### src/gcil_consts.vh
// Constants for the generator set customer input logic
// How it works
// - Auto mode plus remote start requests cranking
// - Reset refused while remote start is grounded
// - Low fuel input raises low fuel warning
// - Low fuel wakes a sleeping control first
// - Each customer fault is warning or shutdown
// - Fault shows its own editable message
// - Customer faults two and three wake control
// - Fault reset clears warnings, shutdowns in auto
// - Run mode idle inhibits build-up, governs slow
// - Idle release restores normal speed and voltage
// - Idle request ignored in automatic mode
// - Idle uses lowered oil pressure trip points
// - Emergency stop shuts the set down immediately
// - Emergency stop cleared only at front panel
// - Messages sixteen characters, fault codes fixed
`ifndef GCIL_CONSTS_VH
`define GCIL_CONSTS_VH

// ****************************************
// Timing
// ****************************************
`define GCIL_CLOCK_KHZ 25000
`define GCIL_DEBOUNCE_US 10000
`define GCIL_DEBOUNCE_CYCLES (`GCIL_DEBOUNCE_US * `GCIL_CLOCK_KHZ / 1000)

// ****************************************
// Register byte offsets
// ****************************************
`define GCIL_REG_CONFIG 8'h00
`define GCIL_REG_EVENT 8'h04
`define GCIL_REG_MASK 8'h08
`define GCIL_REG_STATE 8'h0c
`define GCIL_REG_OIL_NORM 8'h10
`define GCIL_REG_OIL_IDLE 8'h14
`define GCIL_REG_CODES 8'h18
`define GCIL_REG_DISPLAY 8'h1c
`define GCIL_REG_MSG_BASE 8'h40
`define GCIL_MSG_WORDS 16

// ****************************************
// Event bit positions
// ****************************************
`define GCIL_EV_START 0
`define GCIL_EV_LOW_FUEL 1
`define GCIL_EV_CUST0 2
`define GCIL_EV_ESTOP 6
`define GCIL_EV_RESET 7
`define GCIL_EV_BITS 8

// ****************************************
// Reset values
// ****************************************
`define GCIL_CONFIG_RST 4'h0
`define GCIL_OIL_NORM_RST 32'h0014_000a
`define GCIL_OIL_IDLE_RST 32'h000a_0005
`define GCIL_MSG0_RST 128'h435553544f4d4552_204641554c543120
`define GCIL_MSG1_RST 128'h47524e4420464155_4c54202020202020
`define GCIL_MSG2_RST 128'h4441592054414e4b_2020202020202020
`define GCIL_MSG3_RST 128'h484947482047454e_2054454d50202020
`define GCIL_IDLE_RPM 12'h320
`define GCIL_NORMAL_RPM 12'h708

`endif

### src/gcil_debounce.v
// Synchroniser and debouncer for one grounded contact input
`timescale 1ns/1ps
module gcil_debounce #(
	parameter STABLE_CYCLES = 250000
)(
	input wire clock,
	input wire rstn,
	input wire raw_n,
	output reg asserted
);
	reg sync_a;
	reg sync_b;
	reg [31:0] count;

	// ****************************************
	// Two-flop synchroniser; contacts idle open (high)
	// ****************************************
	always @(posedge clock or negedge rstn)
	begin
		if (!rstn)
		begin
			sync_a <= 1'b1;
			sync_b <= 1'b1;
		end
		else
		begin
			sync_a <= raw_n;
			sync_b <= sync_a;
		end
	end

	// Level must hold for the full window before it is believed
	always @(posedge clock or negedge rstn)
	begin
		if (!rstn)
		begin
			count <= 32'h0000_0000;
			asserted <= 1'b0;
		end
		else if (~sync_b == asserted)
			count <= 32'h0000_0000;
		else if (count >= STABLE_CYCLES - 1)
		begin
			count <= 32'h0000_0000;
			asserted <= ~sync_b;
		end
		else
			count <= count + 32'h0000_0001;
	end
endmodule // gcil_debounce

### src/gcil_wake_fault.v
// Holds a fault event until the control is awake to take it
`timescale 1ns/1ps
module gcil_wake_fault #(
	parameter WAKES = 1
)(
	input wire clock,
	input wire rstn,
	input wire asserted,
	input wire awake,
	output wire wake_req,
	output wire fire
);
	reg seen;
	reg pending;
	wire may_fire;

	// Without wake ability the fault goes straight through
	assign may_fire = awake | (WAKES == 0);
	assign fire = pending & may_fire;
	assign wake_req = pending & ~may_fire;

	// ****************************************
	// Edge catch and pending hold
	// ****************************************
	always @(posedge clock or negedge rstn)
	begin
		if (!rstn)
		begin
			seen <= 1'b0;
			pending <= 1'b0;
		end
		else
		begin
			seen <= asserted;
			if (asserted & ~seen)
				pending <= 1'b1;
			else if (fire)
				pending <= 1'b0;
		end
	end
endmodule // gcil_wake_fault

### src/gcil_customer_inputs.v
// Customer terminal block input logic with Avalon-MM registers
`timescale 1ns/1ps
`include "gcil_consts.vh"
module gcil_customer_inputs #(
	parameter DEBOUNCE_CYCLES = `GCIL_DEBOUNCE_CYCLES,
	parameter [31:0] FAULT_CODES = 32'h04_03_02_01
)(
	input wire clock,
	input wire rstn,
	input wire remote_start_n,
	input wire low_fuel_n,
	input wire [3:0] cust_fault_n,
	input wire fault_reset_n,
	input wire engine_idle_n,
	input wire estop_n,
	input wire mode_run,
	input wire mode_auto,
	input wire control_awake,
	input wire panel_reset,
	input wire [7:0] address,
	input wire read,
	input wire write,
	input wire [31:0] writedata,
	input wire [3:0] byteenable,
	output reg [31:0] readdata,
	output wire waitrequest,
	output wire irq,
	output reg start_req,
	output wire wake_req,
	output reg warning_active,
	output reg shutdown_active,
	output reg estop_latched,
	output reg gen_buildup_inhibit,
	output reg [11:0] speed_ref_rpm,
	output reg [15:0] oil_warn_trip,
	output reg [15:0] oil_shtd_trip,
	output reg disp_valid,
	output reg [1:0] disp_index
);
	wire rs_on;
	wire lf_on;
	wire [3:0] cf_on;
	wire fr_on;
	wire ei_on;
	wire es_on;
	wire lf_fire;
	wire lf_wake;
	wire [3:0] cf_fire;
	wire [3:0] cf_wake;
	reg [3:0] cfg_shtd;
	reg [31:0] oil_norm;
	reg [31:0] oil_idle;
	reg [127:0] msg [0:3];
	reg [`GCIL_EV_BITS-1:0] events;
	reg [`GCIL_EV_BITS-1:0] mask;
	reg lf_warn;
	reg [3:0] cf_warn;
	reg [3:0] cf_shtd;
	reg ack;
	reg [31:0] next_readdata;
	reg [`GCIL_EV_BITS-1:0] ev_hit;
	wire idle_ok;
	wire reset_ok;
	wire estop_set;
	wire cycle_end;
	wire is_msg;
	wire [3:0] msg_word;
	integer i;
	integer j;
	integer k;

	// ****************************************
	// Contact conditioning
	// ****************************************
	// One debouncer per terminal, all alike
	gcil_debounce #(.STABLE_CYCLES(DEBOUNCE_CYCLES)) u_db_rs (
		.clock(clock),
		.rstn(rstn),
		.raw_n(remote_start_n),
		.asserted(rs_on)
	);
	gcil_debounce #(.STABLE_CYCLES(DEBOUNCE_CYCLES)) u_db_lf (
		.clock(clock),
		.rstn(rstn),
		.raw_n(low_fuel_n),
		.asserted(lf_on)
	);
	gcil_debounce #(.STABLE_CYCLES(DEBOUNCE_CYCLES)) u_db_fr (
		.clock(clock),
		.rstn(rstn),
		.raw_n(fault_reset_n),
		.asserted(fr_on)
	);
	gcil_debounce #(.STABLE_CYCLES(DEBOUNCE_CYCLES)) u_db_ei (
		.clock(clock),
		.rstn(rstn),
		.raw_n(engine_idle_n),
		.asserted(ei_on)
	);
	// Stop path also debounced; a contact bounce must not trip it
	gcil_debounce #(.STABLE_CYCLES(DEBOUNCE_CYCLES)) u_db_es (
		.clock(clock),
		.rstn(rstn),
		.raw_n(estop_n),
		.asserted(es_on)
	);

	// Customer faults: only inputs two and three may wake the control
	genvar g;
	generate
		for (g = 0; g < 4; g = g + 1)
		begin : g_cf
			gcil_debounce #(.STABLE_CYCLES(DEBOUNCE_CYCLES)) u_db (
				.clock(clock),
				.rstn(rstn),
				.raw_n(cust_fault_n[g]),
				.asserted(cf_on[g])
			);
			gcil_wake_fault #(.WAKES((g == 1) || (g == 2))) u_wf (
				.clock(clock),
				.rstn(rstn),
				.asserted(cf_on[g]),
				.awake(control_awake),
				.wake_req(cf_wake[g]),
				.fire(cf_fire[g])
			);
		end
	endgenerate

	gcil_wake_fault #(.WAKES(1)) u_wf_lf (
		.clock(clock),
		.rstn(rstn),
		.asserted(lf_on),
		.awake(control_awake),
		.wake_req(lf_wake),
		.fire(lf_fire)
	);

	assign wake_req = lf_wake | (|cf_wake);

	// ****************************************
	// Fault latches
	// ****************************************
	// Remote reset only in auto and with remote start open
	assign reset_ok = fr_on & mode_auto & ~mode_run & ~rs_on;
	assign estop_set = es_on & ~estop_latched;

	// New faults win over a reset in the same cycle
	always @(posedge clock or negedge rstn)
	begin
		if (!rstn)
		begin
			lf_warn <= 1'b0;
			cf_warn <= 4'h0;
			cf_shtd <= 4'h0;
		end
		else
		begin
			lf_warn <= lf_fire | (lf_warn & ~reset_ok);
			for (j = 0; j < 4; j = j + 1)
			begin
				cf_warn[j] <= (cf_fire[j] & ~cfg_shtd[j]) | (cf_warn[j] & ~reset_ok);
				cf_shtd[j] <= (cf_fire[j] & cfg_shtd[j]) | (cf_shtd[j] & ~reset_ok);
			end
		end
	end

	// Stop latch ignores the remote reset entirely
	always @(posedge clock or negedge rstn)
	begin
		if (!rstn)
			estop_latched <= 1'b0;
		else if (es_on)
			estop_latched <= 1'b1;
		else if (panel_reset)
			estop_latched <= 1'b0;
	end

	// ****************************************
	// Run, idle and oil outputs
	// ****************************************
	// Idle only in manual run; auto quietly drops it
	assign idle_ok = ei_on & mode_run & ~mode_auto;

	// Registered so the engine side sees clean levels
	always @(posedge clock or negedge rstn)
	begin
		if (!rstn)
		begin
			start_req <= 1'b0;
			warning_active <= 1'b0;
			shutdown_active <= 1'b0;
			gen_buildup_inhibit <= 1'b0;
			speed_ref_rpm <= `GCIL_NORMAL_RPM;
			oil_warn_trip <= 16'h000a;
			oil_shtd_trip <= 16'h0014;
		end
		else
		begin
			// Stop dominates: a latched shutdown blocks cranking
			start_req <= mode_auto & ~mode_run & rs_on & ~shutdown_active & ~es_on;
			warning_active <= lf_warn | (|cf_warn);
			shutdown_active <= estop_latched | es_on | (|cf_shtd);
			gen_buildup_inhibit <= idle_ok;
			speed_ref_rpm <= idle_ok ? `GCIL_IDLE_RPM : `GCIL_NORMAL_RPM;
			oil_warn_trip <= idle_ok ? oil_idle[15:0] : oil_norm[15:0];
			oil_shtd_trip <= idle_ok ? oil_idle[31:16] : oil_norm[31:16];
		end
	end

	// Display follows the latest customer fault raised
	always @(posedge clock or negedge rstn)
	begin
		if (!rstn)
		begin
			disp_index <= 2'h0;
			disp_valid <= 1'b0;
		end
		else
		begin
			disp_valid <= |(cf_warn | cf_shtd);
			for (k = 0; k < 4; k = k + 1)
				if (cf_fire[k])
					disp_index <= k[1:0];
		end
	end

	// ****************************************
	// Bus slave
	// ****************************************
	// One wait cycle, then the answer; readdata registered
	assign waitrequest = (read | write) & ~ack;
	assign cycle_end = (read | write) & ack;
	assign is_msg = address[7:6] == 2'h1;
	assign msg_word = address[5:2];

	// Read mux; unmapped words read zero
	always @*
	begin
		next_readdata = 32'h0000_0000;
		if (is_msg)
			next_readdata = msg[msg_word[3:2]][127 - 32 * msg_word[1:0] -: 32];
		else
			case (address)
				`GCIL_REG_CONFIG: next_readdata = {28'h0, cfg_shtd};
				`GCIL_REG_EVENT: next_readdata = {24'h0, events};
				`GCIL_REG_MASK: next_readdata = {24'h0, mask};
				`GCIL_REG_STATE: next_readdata = {19'h0, wake_req, start_req, gen_buildup_inhibit,
					estop_latched, cf_shtd, cf_warn, lf_warn};
				`GCIL_REG_OIL_NORM: next_readdata = oil_norm;
				`GCIL_REG_OIL_IDLE: next_readdata = oil_idle;
				`GCIL_REG_CODES: next_readdata = FAULT_CODES;
				`GCIL_REG_DISPLAY: next_readdata = {29'h0, disp_valid, disp_index};
				default: next_readdata = 32'h0000_0000;
			endcase
	end

	always @(posedge clock or negedge rstn)
	begin
		if (!rstn)
		begin
			ack <= 1'b0;
			readdata <= 32'h0000_0000;
		end
		else
		begin
			ack <= waitrequest;
			if (read & ~ack)
				readdata <= next_readdata;
		end
	end

	// Writable registers, byte lanes honoured
	always @(posedge clock or negedge rstn)
	begin
		if (!rstn)
		begin
			cfg_shtd <= `GCIL_CONFIG_RST;
			mask <= 8'h00;
			oil_norm <= `GCIL_OIL_NORM_RST;
			oil_idle <= `GCIL_OIL_IDLE_RST;
			msg[0] <= `GCIL_MSG0_RST;
			msg[1] <= `GCIL_MSG1_RST;
			msg[2] <= `GCIL_MSG2_RST;
			msg[3] <= `GCIL_MSG3_RST;
		end
		else if (write & cycle_end)
		begin
			if (is_msg)
			begin
				// Fixed sixteen-character store; codes live elsewhere
				for (i = 0; i < 4; i = i + 1)
					if (byteenable[i])
						msg[msg_word[3:2]][127 - 32 * msg_word[1:0] - 24 + 8 * i -: 8] <=
							writedata[8 * i +: 8];
			end
			else
				case (address)
					`GCIL_REG_CONFIG:
						if (byteenable[0])
							cfg_shtd <= writedata[3:0];
					`GCIL_REG_MASK:
						if (byteenable[0])
							mask <= writedata[7:0];
					`GCIL_REG_OIL_NORM:
						for (i = 0; i < 4; i = i + 1)
							if (byteenable[i])
								oil_norm[8 * i +: 8] <= writedata[8 * i +: 8];
					`GCIL_REG_OIL_IDLE:
						for (i = 0; i < 4; i = i + 1)
							if (byteenable[i])
								oil_idle[8 * i +: 8] <= writedata[8 * i +: 8];
					default: ;
				endcase
		end
	end

	// ****************************************
	// Events and interrupt
	// ****************************************
	always @*
	begin
		ev_hit = {`GCIL_EV_BITS{1'b0}};
		ev_hit[`GCIL_EV_START] = mode_auto & ~mode_run & rs_on & ~start_req & ~shutdown_active & ~es_on;
		ev_hit[`GCIL_EV_LOW_FUEL] = lf_fire;
		ev_hit[`GCIL_EV_CUST0 +: 4] = cf_fire;
		ev_hit[`GCIL_EV_ESTOP] = estop_set;
		ev_hit[`GCIL_EV_RESET] = reset_ok & (lf_warn | (|cf_warn) | (|cf_shtd));
	end

	// Read clears, but an event in the same cycle survives
	always @(posedge clock or negedge rstn)
	begin
		if (!rstn)
			events <= {`GCIL_EV_BITS{1'b0}};
		else if (read & cycle_end & (address == `GCIL_REG_EVENT))
			events <= ev_hit;
		else
			events <= events | ev_hit;
	end

	assign irq = |(events & mask);
endmodule // gcil_customer_inputs

### config.mk
export PLATFORM = sky130hd
export DESIGN_NAME = gcil_customer_inputs
export DESIGN_NICKNAME = d
export VERILOG_FILES = /design/src/gcil_debounce.v /design/src/gcil_wake_fault.v /design/src/gcil_customer_inputs.v
export VERILOG_INCLUDE_DIRS = /design/src
export SDC_FILE = /design/constraint.sdc
export NUM_CORES = 2
export LEC_CHECK = 0
export ABC_CLOCK_PERIOD_IN_PS = 3200
export BUFFER_PORTS_ARGS = -buffer_cell sky130_fd_sc_hd__buf_2
export CELL_PAD_IN_SITES_DETAIL_PLACEMENT = 0
export CELL_PAD_IN_SITES_GLOBAL_PLACEMENT = 2
export CORE_AREA = 2 2 302 304
export DETAILED_ROUTE_END_ITERATION = 8
export DIE_AREA = 0 0 304 306
export GPL_ROUTABILITY_DRIVEN = 0
export PLACE_DENSITY_LB_ADDON = 0.3
export SYNTH_ARGS = -nofsm -noshare
export SYNTH_HDL_FRONTEND = slang
export SYNTH_HIERARCHICAL = 1
export SYNTH_SLANG_ARGS = --single-unit
export TNS_END_PERCENT = 1
### constraint.sdc
create_clock -name clock -period 3.2 [get_ports clock]
set_input_delay 0.64 -clock clock [delete_from_list [all_inputs] [get_ports clock]]
set_output_delay 0.64 -clock clock [all_outputs]
set_load 0.05 [all_outputs]
==> flow_metrics.tcl <==
set metrics [dict create \
    tightest_slew_ns 1.07 \
    holdCritPathClass "in -> reg" \
    synthXorXnorAreaFrac_pct 3.07 \
    synthSimpleGateAreaFrac_pct 9.02 \
    vdd_drop_max_mv 0.404 \
    wire_per_inst_um 22.5 \
    pwr-share-comb_pct 6.3 \
    io_buffers 138 \
    wl_um 105000 \
    p_seq_share_pct 48.1 \
    cp.arrival_ns 1.89 \
    synth_top_family_by_area "multiplexers" \
    area_growth_pct 15.0 \
    crit_type "reg -> out" \
    r2r_cells 5 \
    tns_ns 0 \
    dp_hpwl_um 70000 \
    post-place-ws_ns 0.298 \
    p_leak_uw 0.0228 \
    yosys.area.top_type "dfrtp_1" \
    cts_buffers 107 \
    drv_slew 0 \
    antenna_found_initial 17 \
    core-area_um2 89600 \
    skew_ns 0.0317 \
    yosysWarnings 6 \
    crit_cells 2 \
    synth-seq-cells 1004 \
    die_h_um 306 \
    syn_area_um2 43600 \
    relSlewSlack_pct 28.7 \
    nets 3463 \
    postCtsResizedCells 0 \
    postRouteAntennaNets 0 \
    cts_root_buf "clkbuf_16" \
    finalHoldViolations 0 \
    fill_cells 7166 \
    synth_flop_cell "dfrtp_1" \
    grt_usage_pct 23.0 \
    synth_area_leaders "dfrtp_1, mux2_2, dfstp_2, mux4_2, nor2_1" \
    ios 148 \
    crit_fanout 6 \
    synth_enable_flop_cells 0 \
    grt_pass1_wl_um 166000 \
    synth_top_area_share_pct 47.1 \
    crit_path_top_delay_cell "dfrtp_1" \
    p_sw_uw 6400 \
    synth.most_common_cell "dfrtp_1" \
    clk_pin_slew_worst_paths_ns 0.06 \
    whs_path_depth 1 \
    start_util_pct 48.7 \
    fin_util_pct 55.9 \
    slowest_delay_ns 0.44 \
    vias 26100 \
    dieArea_um2 93000 \
    cts_tree "done" \
    fin_ws_ns 0.671 \
    seq_area_frac_synth_pct 58.1 \
    setup_violations 0 \
    cp.required_ns 2.56 \
    clkLatencyLatePin_ns 0.67 \
    cpLargestDelayFamily "flip-flops" \
    p_sw_share_pct 22.8 \
    synthAdderAreaFrac_pct 0.258 \
    viasPerCell 5.60 \
    synthMuxAreaShare_pct 23.4 \
    postSynthCellCount 3071 \
    first_pass_iters 5 \
    drc 0 \
    crit_chain "nor2_1, buf_2" \
    pwr_density_cell_nw_per_um2 561 \
    drv_cap 0 \
    synthArstFlopShare_pct 100 \
    ys_types 74 \
    endpoint_kind "primary output" \
    clockPowerShare_pct 45.6 \
    critPathLaunchType "register" \
    num_rows 110 \
    grt_pass1_vias 27900 \
    max_freq_mhz 395 \
    die_w_um 304 \
    synth_compound_area_share_pct 3.89 \
    synth_area_per_cell_um2 14.2 \
    drt_iter0_drc 1619 \
    grt_max_degree 114 \
    htreeDepth 3 \
    outcome "finished, final reports clean" \
    cts_buffer_depth 3 \
    cp.buffers_inverters 1 \
    grt-ovfl-total 0 \
    rsz0062_at_grt "false" \
    layout_min_cycle_time_ns 2.53 \
    fin_crit_sh_pct 79.0 \
    p_int_uw 21700 \
    cts_sinks 1004 \
    drive_above_1_share_pct 42.1 \
    ys_top_cells_by_count "dfrtp_1, mux2_2, nor2_1" \
]
[placed cells by master, fill, tap and decap left out, types with 13 or more instances in the layout]
master,n
a21oi_1,19
a221o_1,23
a22o_1,27
a22oi_1,20
and3_1,21
buf_12,13
buf_2,134
buf_4,88
clkbuf_1,24
clkbuf_16,110
clkbuf_8,33
clkinv_2,19
conb_1,137
dfrtp_1,820
dfstp_2,184
inv_1,40
mux2_1,18
mux2_2,577
mux2i_1,56
mux4_2,130
nand2_1,151
nand3_1,83
nand4_1,38
nor2_1,198
nor2_2,76
nor4_1,38
o21ai_0,18
o22ai_1,28
xnor2_1,72
xor2_1,81
[power groups by stage]
| stage | combinational (uW) | clock [uW] | sequential [uW] |
|---|---|---|---|
| floorplan | 961 | 0 | 13800 |
| finish | 1780 | 12800 | 13500 |
| global route | 1940 | 13700 | 13600 |
| global placement | 1750 | 0 | 13700 |
| detailed placement | 1800 | 0 | 13700 |
| CTS | 1800 | 13100 | 13500 |
[layer usage]
metal | wire [um] | GRT usage (%) | share of wire (%) | vias to the layer above
li1 | - | - | - | 11600
met1 | 44900 | 30.6 | 43 | 13800
met2 | 51100 | 38.1 | 49 | 540
met3 | 5790 | 4.56 | 5.5 | 193
met4 | 3010 | 7.34 | 2.9 | 16
met5 | 115 | 0 | 0.11 | -
[repair_timing]
item,4_1_cts,5_1_grt
endpoints found under the hold margin,15,0
setup buffers,0,0
hold buffers,1,0
[cells by family (layout without fill, tap and decap cells)]
group / after synthesis / in the layout
XOR/XNOR: 153 / 153
multiplexers: 781 / 781
other: 13 / 142
adder cells (fa/ha/maj): 9 / 9
AO/OA/AOI/OAI: 207 / 207
flip-flops: 1004 / 1004
AND/OR/NAND/NOR: 715 / 715
buffers and inverters: 189 / 477
[worst paths after layout]
| path | startpoint | endpoint | slack, ns |
|---|---|---|---|
| hold reg to reg | u_db_rs/sync_a$_DFF_PN1_ | u_db_rs/sync_b$_DFF_PN1_ | 0.35 |
| setup reg to reg | ack$_DFF_PN0_ | msg[409]$_DFFE_PN0P_ | 0.68 |
| min in group asynchronous | rstn | u_db_es/count[8]$_DFF_PN0_ | 0.56 |
| hold / removal | cust_fault_n[1] | g_cf[1].u_db/sync_a$_DFF_PN1_ | 0.07 |
| max in group asynchronous | rstn | msg[109]$_DFFE_PN0P_ | 1.47 |
| setup / recovery | ack$_DFF_PN0_ | waitrequest | 0.67 |
[sequential cells by signal, summed over array words and instances (netlist names), 16 cells and up]
| name | count |
|---|---|
| u_db_fr/count | 32 |
| u_db_es/count | 32 |
| msg | 512 |
| oil_idle | 32 |
| u_db_lf/count | 32 |
| u_db_ei/count | 32 |
| oil_warn_trip | 16 |
| readdata | 32 |
| g_cf.u_db/count | 128 |
| u_db_rs/count | 32 |
| oil_norm | 32 |
| oil_shtd_trip | 16 |
[layout make-up]
class                           instances  area [um2]  share of cell area [%]
Antenna cell                            5        12.5                  0.0250
Timing Repair Buffer                  238        1630                    3.25
Clock buffer                          167        3300                    6.58
Clock inverter                         32         408                   0.814
Tap cell                             1176        1470                    2.94
Sequential cell                      1004       25400                    50.6
Inverter                               40         150                   0.300
Multi-Input combinational cell       2002       17800                    35.5
[through the flow]
stage	std cells	power (uW)	instance area (um2)	hold WS, ns
floorplan	3195	14700	44100	0.344
global placement	4459	15400	46400	0.346
detailed placement	4459	15500	46400	0.347
CTS	4659	28400	50100	0.0254
global route	4660	29200	50100	0.0383
finish	4664	28100	50100	0.0736
Note: power is estimated with default switching activity, not from simulation.
